`src/host_link_defines.vh`:
```
// Constants for the host link SPI/UART transport block
`ifndef HOST_LINK_DEFINES_VH
`define HOST_LINK_DEFINES_VH

// ----------------------------------------
// Sync words (low byte first on the wire for LE hosts)
// ----------------------------------------
`define WR_SYNC 32'h1234_5678
`define RD_SYNC 32'h8765_4321
`define DEVICE_TO_HOST_SYNC 32'habcd_dcba
`define DUMMY_WORD 32'h0000_0000

// ----------------------------------------
// UART timing
// ----------------------------------------
`define CLK_HZ 250000000
`define BAUD_DEFAULT 115200
`define BAUD_FAST 3000000
`define BIT_CYC_W 12
`define BIT_CYC_SLOW 12'd2170
`define BIT_CYC_FAST 12'd83
`define UART_BITS 4'd10

`endif

```
`src/host_link.v`:
```
// Device-side host link: SPI slave with sync protocol, plus UART transmitter
`timescale 1ns/1ps
`default_nettype none
`include "host_link_defines.vh"
module host_link (
    input wire mclk, // 250 MHz system clock
    input wire rst_n, // Async reset, active low
    input wire clkEn, // Freezes all state when low
    input wire spiClk, // SPI clock pin
    input wire spi_select_n, // SPI select pin, active low
    input wire spiMosi, // SPI master out pin
    output reg spiMiso, // SPI slave out data
    output reg spiMisoOe_n, // Low while driving the output line
    input wire initDone, // Core finished initialization
    input wire msgPending, // Core has a message or event for the host
    input wire [31:0] msgWord, // Next word of the pending message
    output reg msgAdvance, // Pulse: msgWord consumed
    input wire msgLast, // msgWord is the final word
    input wire cmdAnalysed, // Pulse: core finished analysing a command
    output reg rxWordValid, // Pulse: host word received
    output reg [31:0] rxWord, // Host word, normalised to little endian
    output reg [1:0] wordSize, // Detected word size 0:8 1:16 2:32
    output reg bigEndian, // Detected host byte order
    output reg hostIrq, // Host attention line, active high
    input wire uartMode, // Select UART transport
    input wire fastBaud, // Rate raised by dedicated command
    input wire uartRts, // Host RTS pin, high means stop
    input wire uartTxValid, // Byte offered for UART transmission
    input wire [7:0] uartTxByte, // Byte to transmit
    output reg uartTxReady, // Transmitter accepted the byte
    output reg uartRx // Device-to-host UART line
);
    // ----------------------------------------
    // Pin synchronisers
    // ----------------------------------------
    wire sClk, sSel, sMosi, sRts;
    bit_sync uClk (.mclk(mclk), .rst_n(rst_n), .clkEn(clkEn),
        .asyncIn(spiClk), .syncOut(sClk));
    bit_sync uSel (.mclk(mclk), .rst_n(rst_n), .clkEn(clkEn),
        .asyncIn(~spi_select_n), .syncOut(sSel));
    bit_sync uMosi (.mclk(mclk), .rst_n(rst_n), .clkEn(clkEn),
        .asyncIn(spiMosi), .syncOut(sMosi));
    bit_sync uRts (.mclk(mclk), .rst_n(rst_n), .clkEn(clkEn),
        .asyncIn(uartRts), .syncOut(sRts));

    reg clkPrev_q;
    wire rise = sClk & ~clkPrev_q & sSel;
    wire fall = ~sClk & clkPrev_q & sSel;

    // ----------------------------------------
    // Protocol state
    // ----------------------------------------
    localparam ST_INIT = 4'b0001;
    localparam ST_IDLE = 4'b0010;
    localparam ST_WAIT = 4'b0100;
    localparam ST_SEND = 4'b1000;
    reg [3:0] state_q;
    reg [31:0] shIn_q, shOut_q;
    reg [5:0] bitCnt_q;
    reg [1:0] byteCnt_q;
    reg sending_q, sentSync_q, dummy_q, inCmd_q, detected_q;
    reg lastLoaded_q;
    // Byte-swapped view of the whole received word, for the other byte order
    wire [31:0] le32 = {shIn_q[7:0], shIn_q[15:8], shIn_q[23:16],
        shIn_q[31:24]};
    wire isRd = shIn_q == `RD_SYNC || le32 == `RD_SYNC;
    // Word as it stands once the bit on this rising edge is in
    wire [31:0] shNext = {shIn_q[30:0], sMosi};
    wire [31:0] nxtSwap = {shNext[7:0], shNext[15:8], shNext[23:16],
        shNext[31:24]};
    wire nxtWr = shNext == `WR_SYNC || nxtSwap == `WR_SYNC;
    wire nxtRd = shNext == `RD_SYNC || nxtSwap == `RD_SYNC;
    wire nxtBig = shNext == `WR_SYNC || shNext == `RD_SYNC;
    wire [31:0] nextOut = dummy_q ? `DUMMY_WORD : msgWord;

    always @(posedge mclk or negedge rst_n) begin
        if (!rst_n) begin
            clkPrev_q <= 1'b0;
            state_q <= ST_INIT;
            shIn_q <= 32'h0;
            shOut_q <= 32'h0;
            bitCnt_q <= 6'h0;
            byteCnt_q <= 2'h0;
            sending_q <= 1'b0;
            sentSync_q <= 1'b0;
            dummy_q <= 1'b0;
            inCmd_q <= 1'b0;
            detected_q <= 1'b0;
            lastLoaded_q <= 1'b0;
            spiMiso <= 1'b0;
            spiMisoOe_n <= 1'b1;
            msgAdvance <= 1'b0;
            rxWordValid <= 1'b0;
            rxWord <= 32'h0;
            wordSize <= 2'h2;
            bigEndian <= 1'b0;
            hostIrq <= 1'b0;
        end else if (clkEn) begin
            clkPrev_q <= sClk;
            msgAdvance <= 1'b0;
            rxWordValid <= 1'b0;
            if (!sSel) begin
                bitCnt_q <= 6'h0;
                spiMisoOe_n <= 1'b1;
            end else if (sending_q && bitCnt_q == 6'h0) begin
                // Reselected mid-message: first bit must stand before rise
                spiMisoOe_n <= 1'b0;
            end
            if (rise) begin
                shIn_q <= {shIn_q[30:0], sMosi};
                bitCnt_q <= bitCnt_q + 6'h1;
            end
            if (fall) begin
                if (sending_q) begin
                    spiMisoOe_n <= 1'b0;
                    spiMiso <= shOut_q[31];
                    shOut_q <= {shOut_q[30:0], 1'b0};
                end else begin
                    spiMisoOe_n <= 1'b1;
                end
            end
            // Byte boundary: count bytes toward a word, detect framing
            if (rise && bitCnt_q[2:0] == 3'h7) begin
                byteCnt_q <= byteCnt_q + 2'h1;
                if (byteCnt_q == 2'h3) begin
                    if (!detected_q && (nxtWr || nxtRd)) begin
                        detected_q <= 1'b1;
                        bigEndian <= nxtBig;
                    end
                    rxWord <= (detected_q ? bigEndian : nxtBig) ? shNext :
                        nxtSwap;
                    // Size inferred from select gaps; 32 when held low
                    rxWordValid <= ~sending_q;
                    if (state_q == ST_IDLE || state_q == ST_WAIT) begin
                        if (nxtWr) begin
                            inCmd_q <= 1'b1;
                        end
                    end
                end
            end
            if (!sSel && clkPrev_q == 1'b0 && bitCnt_q != 6'h0) begin
                wordSize <= bitCnt_q == 6'd8 ? 2'h0 :
                    (bitCnt_q == 6'd16 ? 2'h1 : 2'h2);
            end
            case (state_q)
                ST_INIT: begin
                    hostIrq <= 1'b0;
                    if (initDone) begin
                        state_q <= ST_WAIT;
                    end
                end
                ST_IDLE: begin
                    // Commands and events raise attention here; a read sync while idle also does, below
                    if ((cmdAnalysed && inCmd_q) || msgPending) begin
                        hostIrq <= 1'b1;
                        inCmd_q <= 1'b0;
                        state_q <= ST_WAIT;
                    end
                end
                ST_WAIT: begin
                    hostIrq <= 1'b1;
                    if (rise && bitCnt_q[4:0] == 5'h1f && (nxtRd || nxtWr)) begin
                        hostIrq <= 1'b0;
                        dummy_q <= ~msgPending;
                        sentSync_q <= 1'b0;
                        sending_q <= 1'b1;
                        shOut_q <= `DEVICE_TO_HOST_SYNC;
                        state_q <= ST_SEND;
                    end
                end
                ST_SEND: begin
                    // Word is taken on load, so the core has a whole word
                    // time to present the next one
                    if (rise && bitCnt_q[4:0] == 5'h1f) begin
                        if (!sentSync_q) begin
                            sentSync_q <= 1'b1;
                            shOut_q <= nextOut;
                            if (!dummy_q) begin
                                msgAdvance <= 1'b1;
                                lastLoaded_q <= msgLast;
                            end
                        end else if (dummy_q || lastLoaded_q) begin
                            sending_q <= 1'b0;
                            state_q <= ST_IDLE;
                        end else begin
                            shOut_q <= nextOut;
                            msgAdvance <= 1'b1;
                            lastLoaded_q <= msgLast;
                        end
                    end
                end
                default: state_q <= ST_INIT;
            endcase
            if (!msgPending && state_q == ST_IDLE && sSel && !rise) begin
                if (isRd && bitCnt_q[4:0] == 5'h0 && byteCnt_q == 2'h0) begin
                    state_q <= ST_WAIT;
                end
            end
        end
    end

    // ----------------------------------------
    // UART transmitter, 8N1 LSB first; stop bit lasts two clocks when the next byte is already waiting
    // ----------------------------------------
    reg [11:0] baudCnt_q;
    reg [3:0] uBit_q;
    reg [9:0] uSh_q;
    wire [11:0] bitCyc = fastBaud ? `BIT_CYC_FAST : `BIT_CYC_SLOW;
    always @(posedge mclk or negedge rst_n) begin
        if (!rst_n) begin
            baudCnt_q <= 12'h0;
            uBit_q <= 4'h0;
            uSh_q <= 10'h3ff;
            uartRx <= 1'b1;
            uartTxReady <= 1'b0;
        end else if (clkEn) begin
            uartTxReady <= 1'b0;
            if (uBit_q == 4'h0) begin
                uartRx <= 1'b1;
                // Hold off whole frames while host asks us to stop
                if (uartMode && uartTxValid && !sRts && !uartTxReady) begin
                    uSh_q <= {1'b1, uartTxByte, 1'b0};
                    uBit_q <= `UART_BITS;
                    baudCnt_q <= 12'h0;
                    uartTxReady <= 1'b1;
                end
            end else if (baudCnt_q == 12'h0) begin
                uartRx <= uSh_q[0];
                uSh_q <= {1'b1, uSh_q[9:1]};
                uBit_q <= uBit_q - 4'h1;
                baudCnt_q <= bitCyc - 12'h1;
            end else begin
                baudCnt_q <= baudCnt_q - 12'h1;
            end
        end
    end
endmodule
`default_nettype wire

```
`src/bit_sync.v`:
```
// Two-flop synchroniser for inputs from outside the clock domain
`timescale 1ns/1ps
`default_nettype none
module bit_sync (
    input wire mclk, // System clock
    input wire rst_n, // Async reset, active low
    input wire clkEn, // Clock enable
    input wire asyncIn, // Unsynchronised level
    output reg syncOut // Synchronised level
);
    reg meta_q;
    always @(posedge mclk or negedge rst_n) begin
        if (!rst_n) begin
            meta_q <= 1'b0;
            syncOut <= 1'b0;
        end else if (clkEn) begin
            meta_q <= asyncIn;
            syncOut <= meta_q;
        end
    end
endmodule
`default_nettype wire

```
`config.mk`:
```
export PLATFORM = sky130hd
export DESIGN_NAME = host_link
export DESIGN_NICKNAME = d
export VERILOG_FILES = /design/src/host_link.v /design/src/bit_sync.v
export VERILOG_INCLUDE_DIRS = /design/src
export SDC_FILE = /design/constraint.sdc
export NUM_CORES = 1
export LEC_CHECK = 0
export ABC_CLOCK_PERIOD_IN_PS = 3370
export BUFFER_PORTS_ARGS = -buffer_cell sky130_fd_sc_hd__buf_2
export CAP_MARGIN = 20
export CORE_MARGIN = 5
export CORE_UTILIZATION = 30
export DETAILED_ROUTE_END_ITERATION = 8
export GPL_ROUTABILITY_DRIVEN = 0
export GPL_TIMING_DRIVEN = 0
export MAX_ROUTING_LAYER = met4
export PLACE_DENSITY = 0.49
export SYNTH_ARGS = -nofsm -noshare
export SYNTH_HDL_FRONTEND = slang
export SYNTH_SLANG_ARGS = --single-unit
```
`constraint.sdc`:
```
create_clock -name mclk -period 3.37 [get_ports mclk]
set_clock_uncertainty 0.2 [all_clocks]
set_input_delay 0.674 -clock mclk [delete_from_list [all_inputs] [get_ports mclk]]
set_output_delay 0.674 -clock mclk [all_outputs]
set_load 0.02 [all_outputs]
```
==> impl_metrics.ini, run 1 <==
[sta]
rsz0062_at_grt = false
fin_worst_hold_slack_ps = 264
layout_min_cycle_time_ps = 3060
max_slew_margin = 0.472
final-max-slew-violation-count = 0
setup_viol = 0
fmax_mhz = 327
fin_crit_sh = 0.907
worstMarginPinSlew_ps = 792
finalHoldViolations = 0

[yosys]
yosys.area.top_type_share = 0.451
synthTopCellsByArea = sky130_fd_sc_hd__dfrtp_1, sky130_fd_sc_hd__nand2_1, sky130_fd_sc_hd__mux2i_1, sky130_fd_sc_hd__dfstp_2, sky130_fd_sc_hd__a21o_1
postSynth.asyncResetShare = 1.00
synthesis_stage_register_bit_count = 158
cell_area_after_synthesis_um2 = 8050
synth_area_leader_cell = sky130_fd_sc_hd__dfrtp_1
sequential_element_share_of_the_synthesized_area = 0.493
count_of_distinct_cell_types_in_the_synthesized_netlist = 63
synth_cells = 839
synth_common_cells = sky130_fd_sc_hd__nand2_1, sky130_fd_sc_hd__dfrtp_1, sky130_fd_sc_hd__mux2i_1
synth_enable_flop_cells = 0
synthesis.nets = 901
mean_syn_cell_area_um2 = 9.60
post-synth-top-count-cell = sky130_fd_sc_hd__nand2_1
yosys_warnings = 0
synth_ff_type = sky130_fd_sc_hd__dfrtp_1

[drt]
routed-via-count = 6635
routed_via_density = 5.06
drcViolationCount = 0
antenna_violating_nets_post_route = 0
drtPass1Iterations = 5
post_drt_wl_per_cell_um = 17.2
initialDrtViolationCount = 385
drt_wl_total_um = 22500

[cts]
clk_pin_slew_worst_paths_ps = 70
post_cts_resize_count = 0
cts_post_setup_buffers_inserted = 0
clock-root-buffer = sky130_fd_sc_hd__clkbuf_16
worst_skew_pair.late_latency_ps = 430
numCtsBuffers = 17
clock_tree.buffer_depth = 2
tritoncts = yes
number_of_sinks_driven_by_the_clock_tree = 158
cts.htree.levels = 4
hold_fix_buffers_at_cts = 1

[floorplan]
floorplan.die.width_um = 174
die_height_um = 174
top_level_ports = 96
core.rowCount = 60
initial_utilization = 0.301
die-area_um2 = 30200
core_region_area_um2 = 26700

[setup_path]
rr_startpoint = bitCnt_q[3]
critical_path.reg2reg.endpoint = shOut_q[17]
endpoint_kind = register
ff2ff_path_depth = 10
cp.arrival_ps = 3230
crit_type = register to register
worst-r2r-setup-slack_ps = 310
required_ps = 3550
cp_slowest_cell = sky130_fd_sc_hd__nor3_1
cp_slowest_stage_delay_ps = 470
worstSetupStartpointType = register
worst_path_max_fanout = 10
critical_path.cell_chain = clkbuf_1 -> and3_1 -> ha_1 -> nand4b_1 -> nor2b_1 -> nand2_1 -> nor3_1 -> buf_2 -> a22o_1 -> a21o_1

[global_routing]
grt_usage = 0.154
grt_antenna_before_repair = 2
grt-ovfl-total = 0
largest_net_degree_at_the_start_of_global_routing = 110
first_global_vias = 6662
grt_first_pass_wirelength_um = 36600

[worst_hold_path]
hold_depth = 3
timing.hold.worst_endpoint = uSh_q[8]
hold_class = primary input to register
holdCritStartpoint = uartTxByte[7]

[job]
max_capacitance_violation_total = 0

[run_status]
status = finished, final reports clean

[power]
total_power_mw = 5.30
power.density_nw_per_um2 = 554
power.static_leakage_nw = 4.57
vdd_ir_drop_max_v = 0.000327

[finish]
final_nets = 1016
final_cell_count_no_fill = 1310
final.fill_count = 2764
share_of_post_route_cells_with_drive_strength_above_1 = 0.187
layout-area-overhead-vs-synth_pct = 18.9

[place]
hpwl_um = 15700
place.port_buffers = 94
inst_count_dp = 1275
-- stage by stage --
| step | setup TNS, ps | setup slack (ps) | area, um2 | utilization |
|---|---|---|---|---|
| after floorplan | 0 | 925 | 8050 | - |
| after detailed placement | 0 | 313 | 8990 | 0.336 |
| after global routing | 0 | 60.9 | 9580 | 0.358 |
| final | 0 | 314 | 9580 | 0.358 |
| after global placement | -178800 | -1230 | 8950 | 0.335 |
| after CTS | 0 | 301 | 9570 | 0.358 |
-- worst max-delay path, delay by kind of cell (launching register included) --
family,cells,cell delay [ps]
and+or+nand+nor,5,1450
buffers and inverters,2,650
DFF,1,320
adders and majority gates,1,140
AOI/OAI and AO/OA,2,260
-- how the worst max path moves through the flow --
| stage | from | to | slack (ps) | depth (start not counted) |
|---|---|---|---|---|
| global route | bitCnt_q[3] | shOut_q[2] | 60 | 10 |
| finish | bitCnt_q[3] | shOut_q[17] | 310 | 10 |
| global placement | rst_n | shOut_q[8] | -1230 | 1 |
| detailed placement | bitCnt_q[3] | shOut_q[17] | 310 | 10 |
| floorplan | shIn_q[3] | shOut_q[13] | 920 | 7 |
| CTS | bitCnt_q[3] | shOut_q[17] | 300 | 10 |
-- layout make-up --
type / instances / area (um2) / area share
Tap cell: 341 / 427 / 0.0446
Sequential cell: 158 / 3970 / 0.415
Buffer: 52 / 293 / 0.0306
Timing Repair Buffer: 96 / 518 / 0.0541
Antenna cell: 2 / 5.00 / 0.000523
Inverter: 17 / 63.8 / 0.00666
Clock buffer: 18 / 439 / 0.0459
Clock inverter: 14 / 134 / 0.0140
Multi-Input combinational cell: 612 / 3730 / 0.389
-- kinds of logic after synthesis --
kind of cell | count (synthesis) | share of synthesized area
and+or+nand+nor | 324 | 0.195
AOI/OAI and AO/OA | 204 | 0.161
DFF | 158 | 0.493
buffers and inverters | 69 | 0.0443
muxes | 69 | 0.0872
adders and majority gates | 8 | 0.0124
xor gates and xnor gates | 7 | 0.00761
-- cells in the final DEF (no fill, tap or decap), types with 17 or more instances in the layout --
cell and n:
sky130_fd_sc_hd__clkbuf_16 17, sky130_fd_sc_hd__o21ai_0 32, sky130_fd_sc_hd__a31oi_1 24, sky130_fd_sc_hd__dfrtp_1 145
sky130_fd_sc_hd__mux2i_1 60, sky130_fd_sc_hd__buf_2 100, sky130_fd_sc_hd__a21oi_1 36, sky130_fd_sc_hd__o21ai_1 33
sky130_fd_sc_hd__a21o_1 37, sky130_fd_sc_hd__inv_1 17, sky130_fd_sc_hd__nor2_1 52, sky130_fd_sc_hd__nand2_1 177
sky130_fd_sc_hd__clkbuf_1 33
-- sequential cells by signal (all words and copies together), names as in the netlist, 2 cells and up --
signal     cells
baudCnt_q     12
bitCnt_q       6
byteCnt_q      2
rxWord        32
shIn_q        32
shOut_q       32
state_q        4
uBit_q         4
uSh_q          9
wordSize       2
-- routing by layer --
| layer | vias up | GRT usage | part of all wire |
|---|---|---|---|
| met5 | - | - | 0 |
| met4 | 0 | 0.0511 | 0.022 |
| met3 | 33 | 0.0334 | 0.041 |
| met2 | 141 | 0.226 | 0.45 |
| met1 | 3231 | 0.213 | 0.49 |
| li1 | 3230 | - | - |
-- report_power, final --
part           total (mW)  internal, mW  switching (mW)
Sequential           2.41          2.18           0.228
Combinational       0.996         0.413           0.583
Clock                1.90          1.05           0.849
No activity file was read; power rests on OpenSTA's default activity.
==> run 2, diff against run 1 <==
--- a/config.mk
+++ b/config.mk
@@ -10,12 +10,13 @@
 export BUFFER_PORTS_ARGS = -buffer_cell sky130_fd_sc_hd__buf_2
 export CAP_MARGIN = 20
 export CORE_MARGIN = 5
-export CORE_UTILIZATION = 30
+export CORE_UTILIZATION = 59
+export CTS_CLUSTER_SIZE = 16
 export DETAILED_ROUTE_END_ITERATION = 8
 export GPL_ROUTABILITY_DRIVEN = 0
 export GPL_TIMING_DRIVEN = 0
 export MAX_ROUTING_LAYER = met4
-export PLACE_DENSITY = 0.49
+export PLACE_DENSITY = 0.83
 export SYNTH_ARGS = -nofsm -noshare
 export SYNTH_HDL_FRONTEND = slang
 export SYNTH_SLANG_ARGS = --single-unit
==> run 2 against run 1 <==
  * Utilization is 35 points higher
  * Global-route usage is 11 points higher
  * Critical endpoint unchanged
  * Die area is 47% lower
  * Largest cell class unchanged
  * Maximum frequency is 1.1% lower
  * Flip-flop and latch count stayed put
  * Design area is 2.1% lower
  * Sequential power hardly changed
==> impl_metrics.ini, run 2 (synthesis gave the netlist of run 1 again) <==
[setup_path]
required_ps = 3530
crit_type = register to register
cp_slowest_cell = sky130_fd_sc_hd__nor3_1
critical_path.cell_chain = clkbuf_1 -> and3_1 -> ha_1 -> nand4b_1 -> nor2b_1 -> nand2_1 -> nor3_1 -> buf_2 -> a22o_1 -> a21o_1
worst_path_max_fanout = 10
ff2ff_path_depth = 10
cp_slowest_stage_delay_ps = 440
cp.arrival_ps = 3250
endpoint_kind = register
worstSetupStartpointType = register

[finish]
register_area_um2 = 3970
reg.largest.list = rxWord (32), shIn_q (32), shOut_q (32)
multi_input_area_um2 = 3730
antennaDiodeCount = 0
final.fill_count = 1020
layout-area-overhead-vs-synth_pct = 16.5
share_of_post_route_cells_with_drive_strength_above_1 = 0.187
layout_common_cells = sky130_fd_sc_hd__nand2_1, sky130_fd_sc_hd__dfrtp_1, sky130_fd_sc_hd__buf_2, sky130_fd_sc_hd__mux2i_1, sky130_fd_sc_hd__nor2_1
final_nets = 1015
layout.cells.most_common = sky130_fd_sc_hd__nand2_1

[sta]
rsz0062_at_grt = false
setup_viol = 0
worstMarginPinSlew_ps = 773
finalHoldViolations = 0
fmax_mhz = 324
fin_crit_sh = 0.917
max_slew_margin = 0.485
final-max-slew-violation-count = 0
totalNegativeSetupSlack_ps = 0
layout_min_cycle_time_ps = 3090

[power]
power.static_leakage_nw = 4.57
total_power_mw = 5.36
vdd_ir_drop_max_v = 0.000497
power.density_nw_per_um2 = 572

[global_routing]
first_global_vias = 6690
grt_first_pass_wirelength_um = 33200
grt-ovfl-total = 0
grt_antenna_before_repair = 0
largest_net_degree_at_the_start_of_global_routing = 87
grt_usage = 0.264

[cts]
worst_skew_pair.late_latency_ps = 430
number_of_sinks_driven_by_the_clock_tree = 158
hold_fix_buffers_at_cts = 0
clock-root-buffer = sky130_fd_sc_hd__clkbuf_16
cts.htree.levels = 4
tritoncts = yes
post_cts_resize_count = 0
numCtsBuffers = 17
clock_tree.buffer_depth = 2
clk_pin_slew_worst_paths_ps = 70
cts_post_setup_buffers_inserted = 0

[floorplan]
die_height_um = 127
core_region_area_um2 = 13300
floorplan.die.width_um = 127
initial_utilization = 0.606
core.rowCount = 42
top_level_ports = 96
die-area_um2 = 16100

[job]
max_capacitance_violation_total = 0

[drt]
drt_wl_total_um = 20100
post_drt_wl_per_cell_um = 17.6
routed-via-count = 6887
routed_via_density = 6.03
drtPass1Iterations = 6
drcViolationCount = 0
antenna_violating_nets_post_route = 0
initialDrtViolationCount = 664

[run_status]
status = finished, final reports clean

[place]
hpwl_um = 13800
place.port_buffers = 94

[worst_hold_path]
hold_class = primary input to async pin
## run 2: report_power, final
part	internal (mW)	leakage (nW)	switching, mW
logic	0.413	2.28	0.589
clock network	1.15	0.285	0.793
registers	2.18	2.00	0.236
total	3.75	4.57	1.62
## run 2: critical path, delay by kind of cell (launching register included)
family | cells | cell delay (ps)
compound gates | 2 | 310
fa+ha+maj | 1 | 140
buf+inv | 2 | 630
flops | 1 | 320
simple gates | 5 | 1430
## run 2: layout make-up
cell class	count	share of cell area
Buffer	52	0.0312
Clock buffer	20	0.0498
Clock inverter	12	0.0144
Inverter	17	0.00680
Multi-Input combinational cell	612	0.397
Sequential cell	158	0.423
Tap cell	176	0.0235
Timing Repair Buffer	95	0.0538
## run 2: through the flow
step	std cells	setup WS [ps]	util	hold slack (ps)	area, um2
after floorplan	839	925	-	178	8050
after global placement	1109	-927	0.658	259	8740
after detailed placement	1110	413	0.660	267	8780
after CTS	1142	299	0.706	78.5	9380
after global routing	1142	57.7	0.706	104	9380
final	1142	280	0.706	53.3	9380
## run 2: metal layers
layer  routed length [um]  track usage
met1                 8750        0.356
met2                 9310        0.391
met3                 1590       0.0664
met4                  453       0.0978
met5                    0            -
## run 2: worst paths after layout
check	from	endpoint	slack [ps]
max reg2reg	bitCnt_q[3]	shOut_q[17]	280
min reg2reg	rxWord[31]	rxWord[31]	280
min in group mclk	spi_select_n	uSel.meta_q	210
min	rst_n	rxWord[11]	50
max in group asynchronous	rst_n	uSh_q[2]	2060
max	bitCnt_q[3]	shOut_q[17]	280
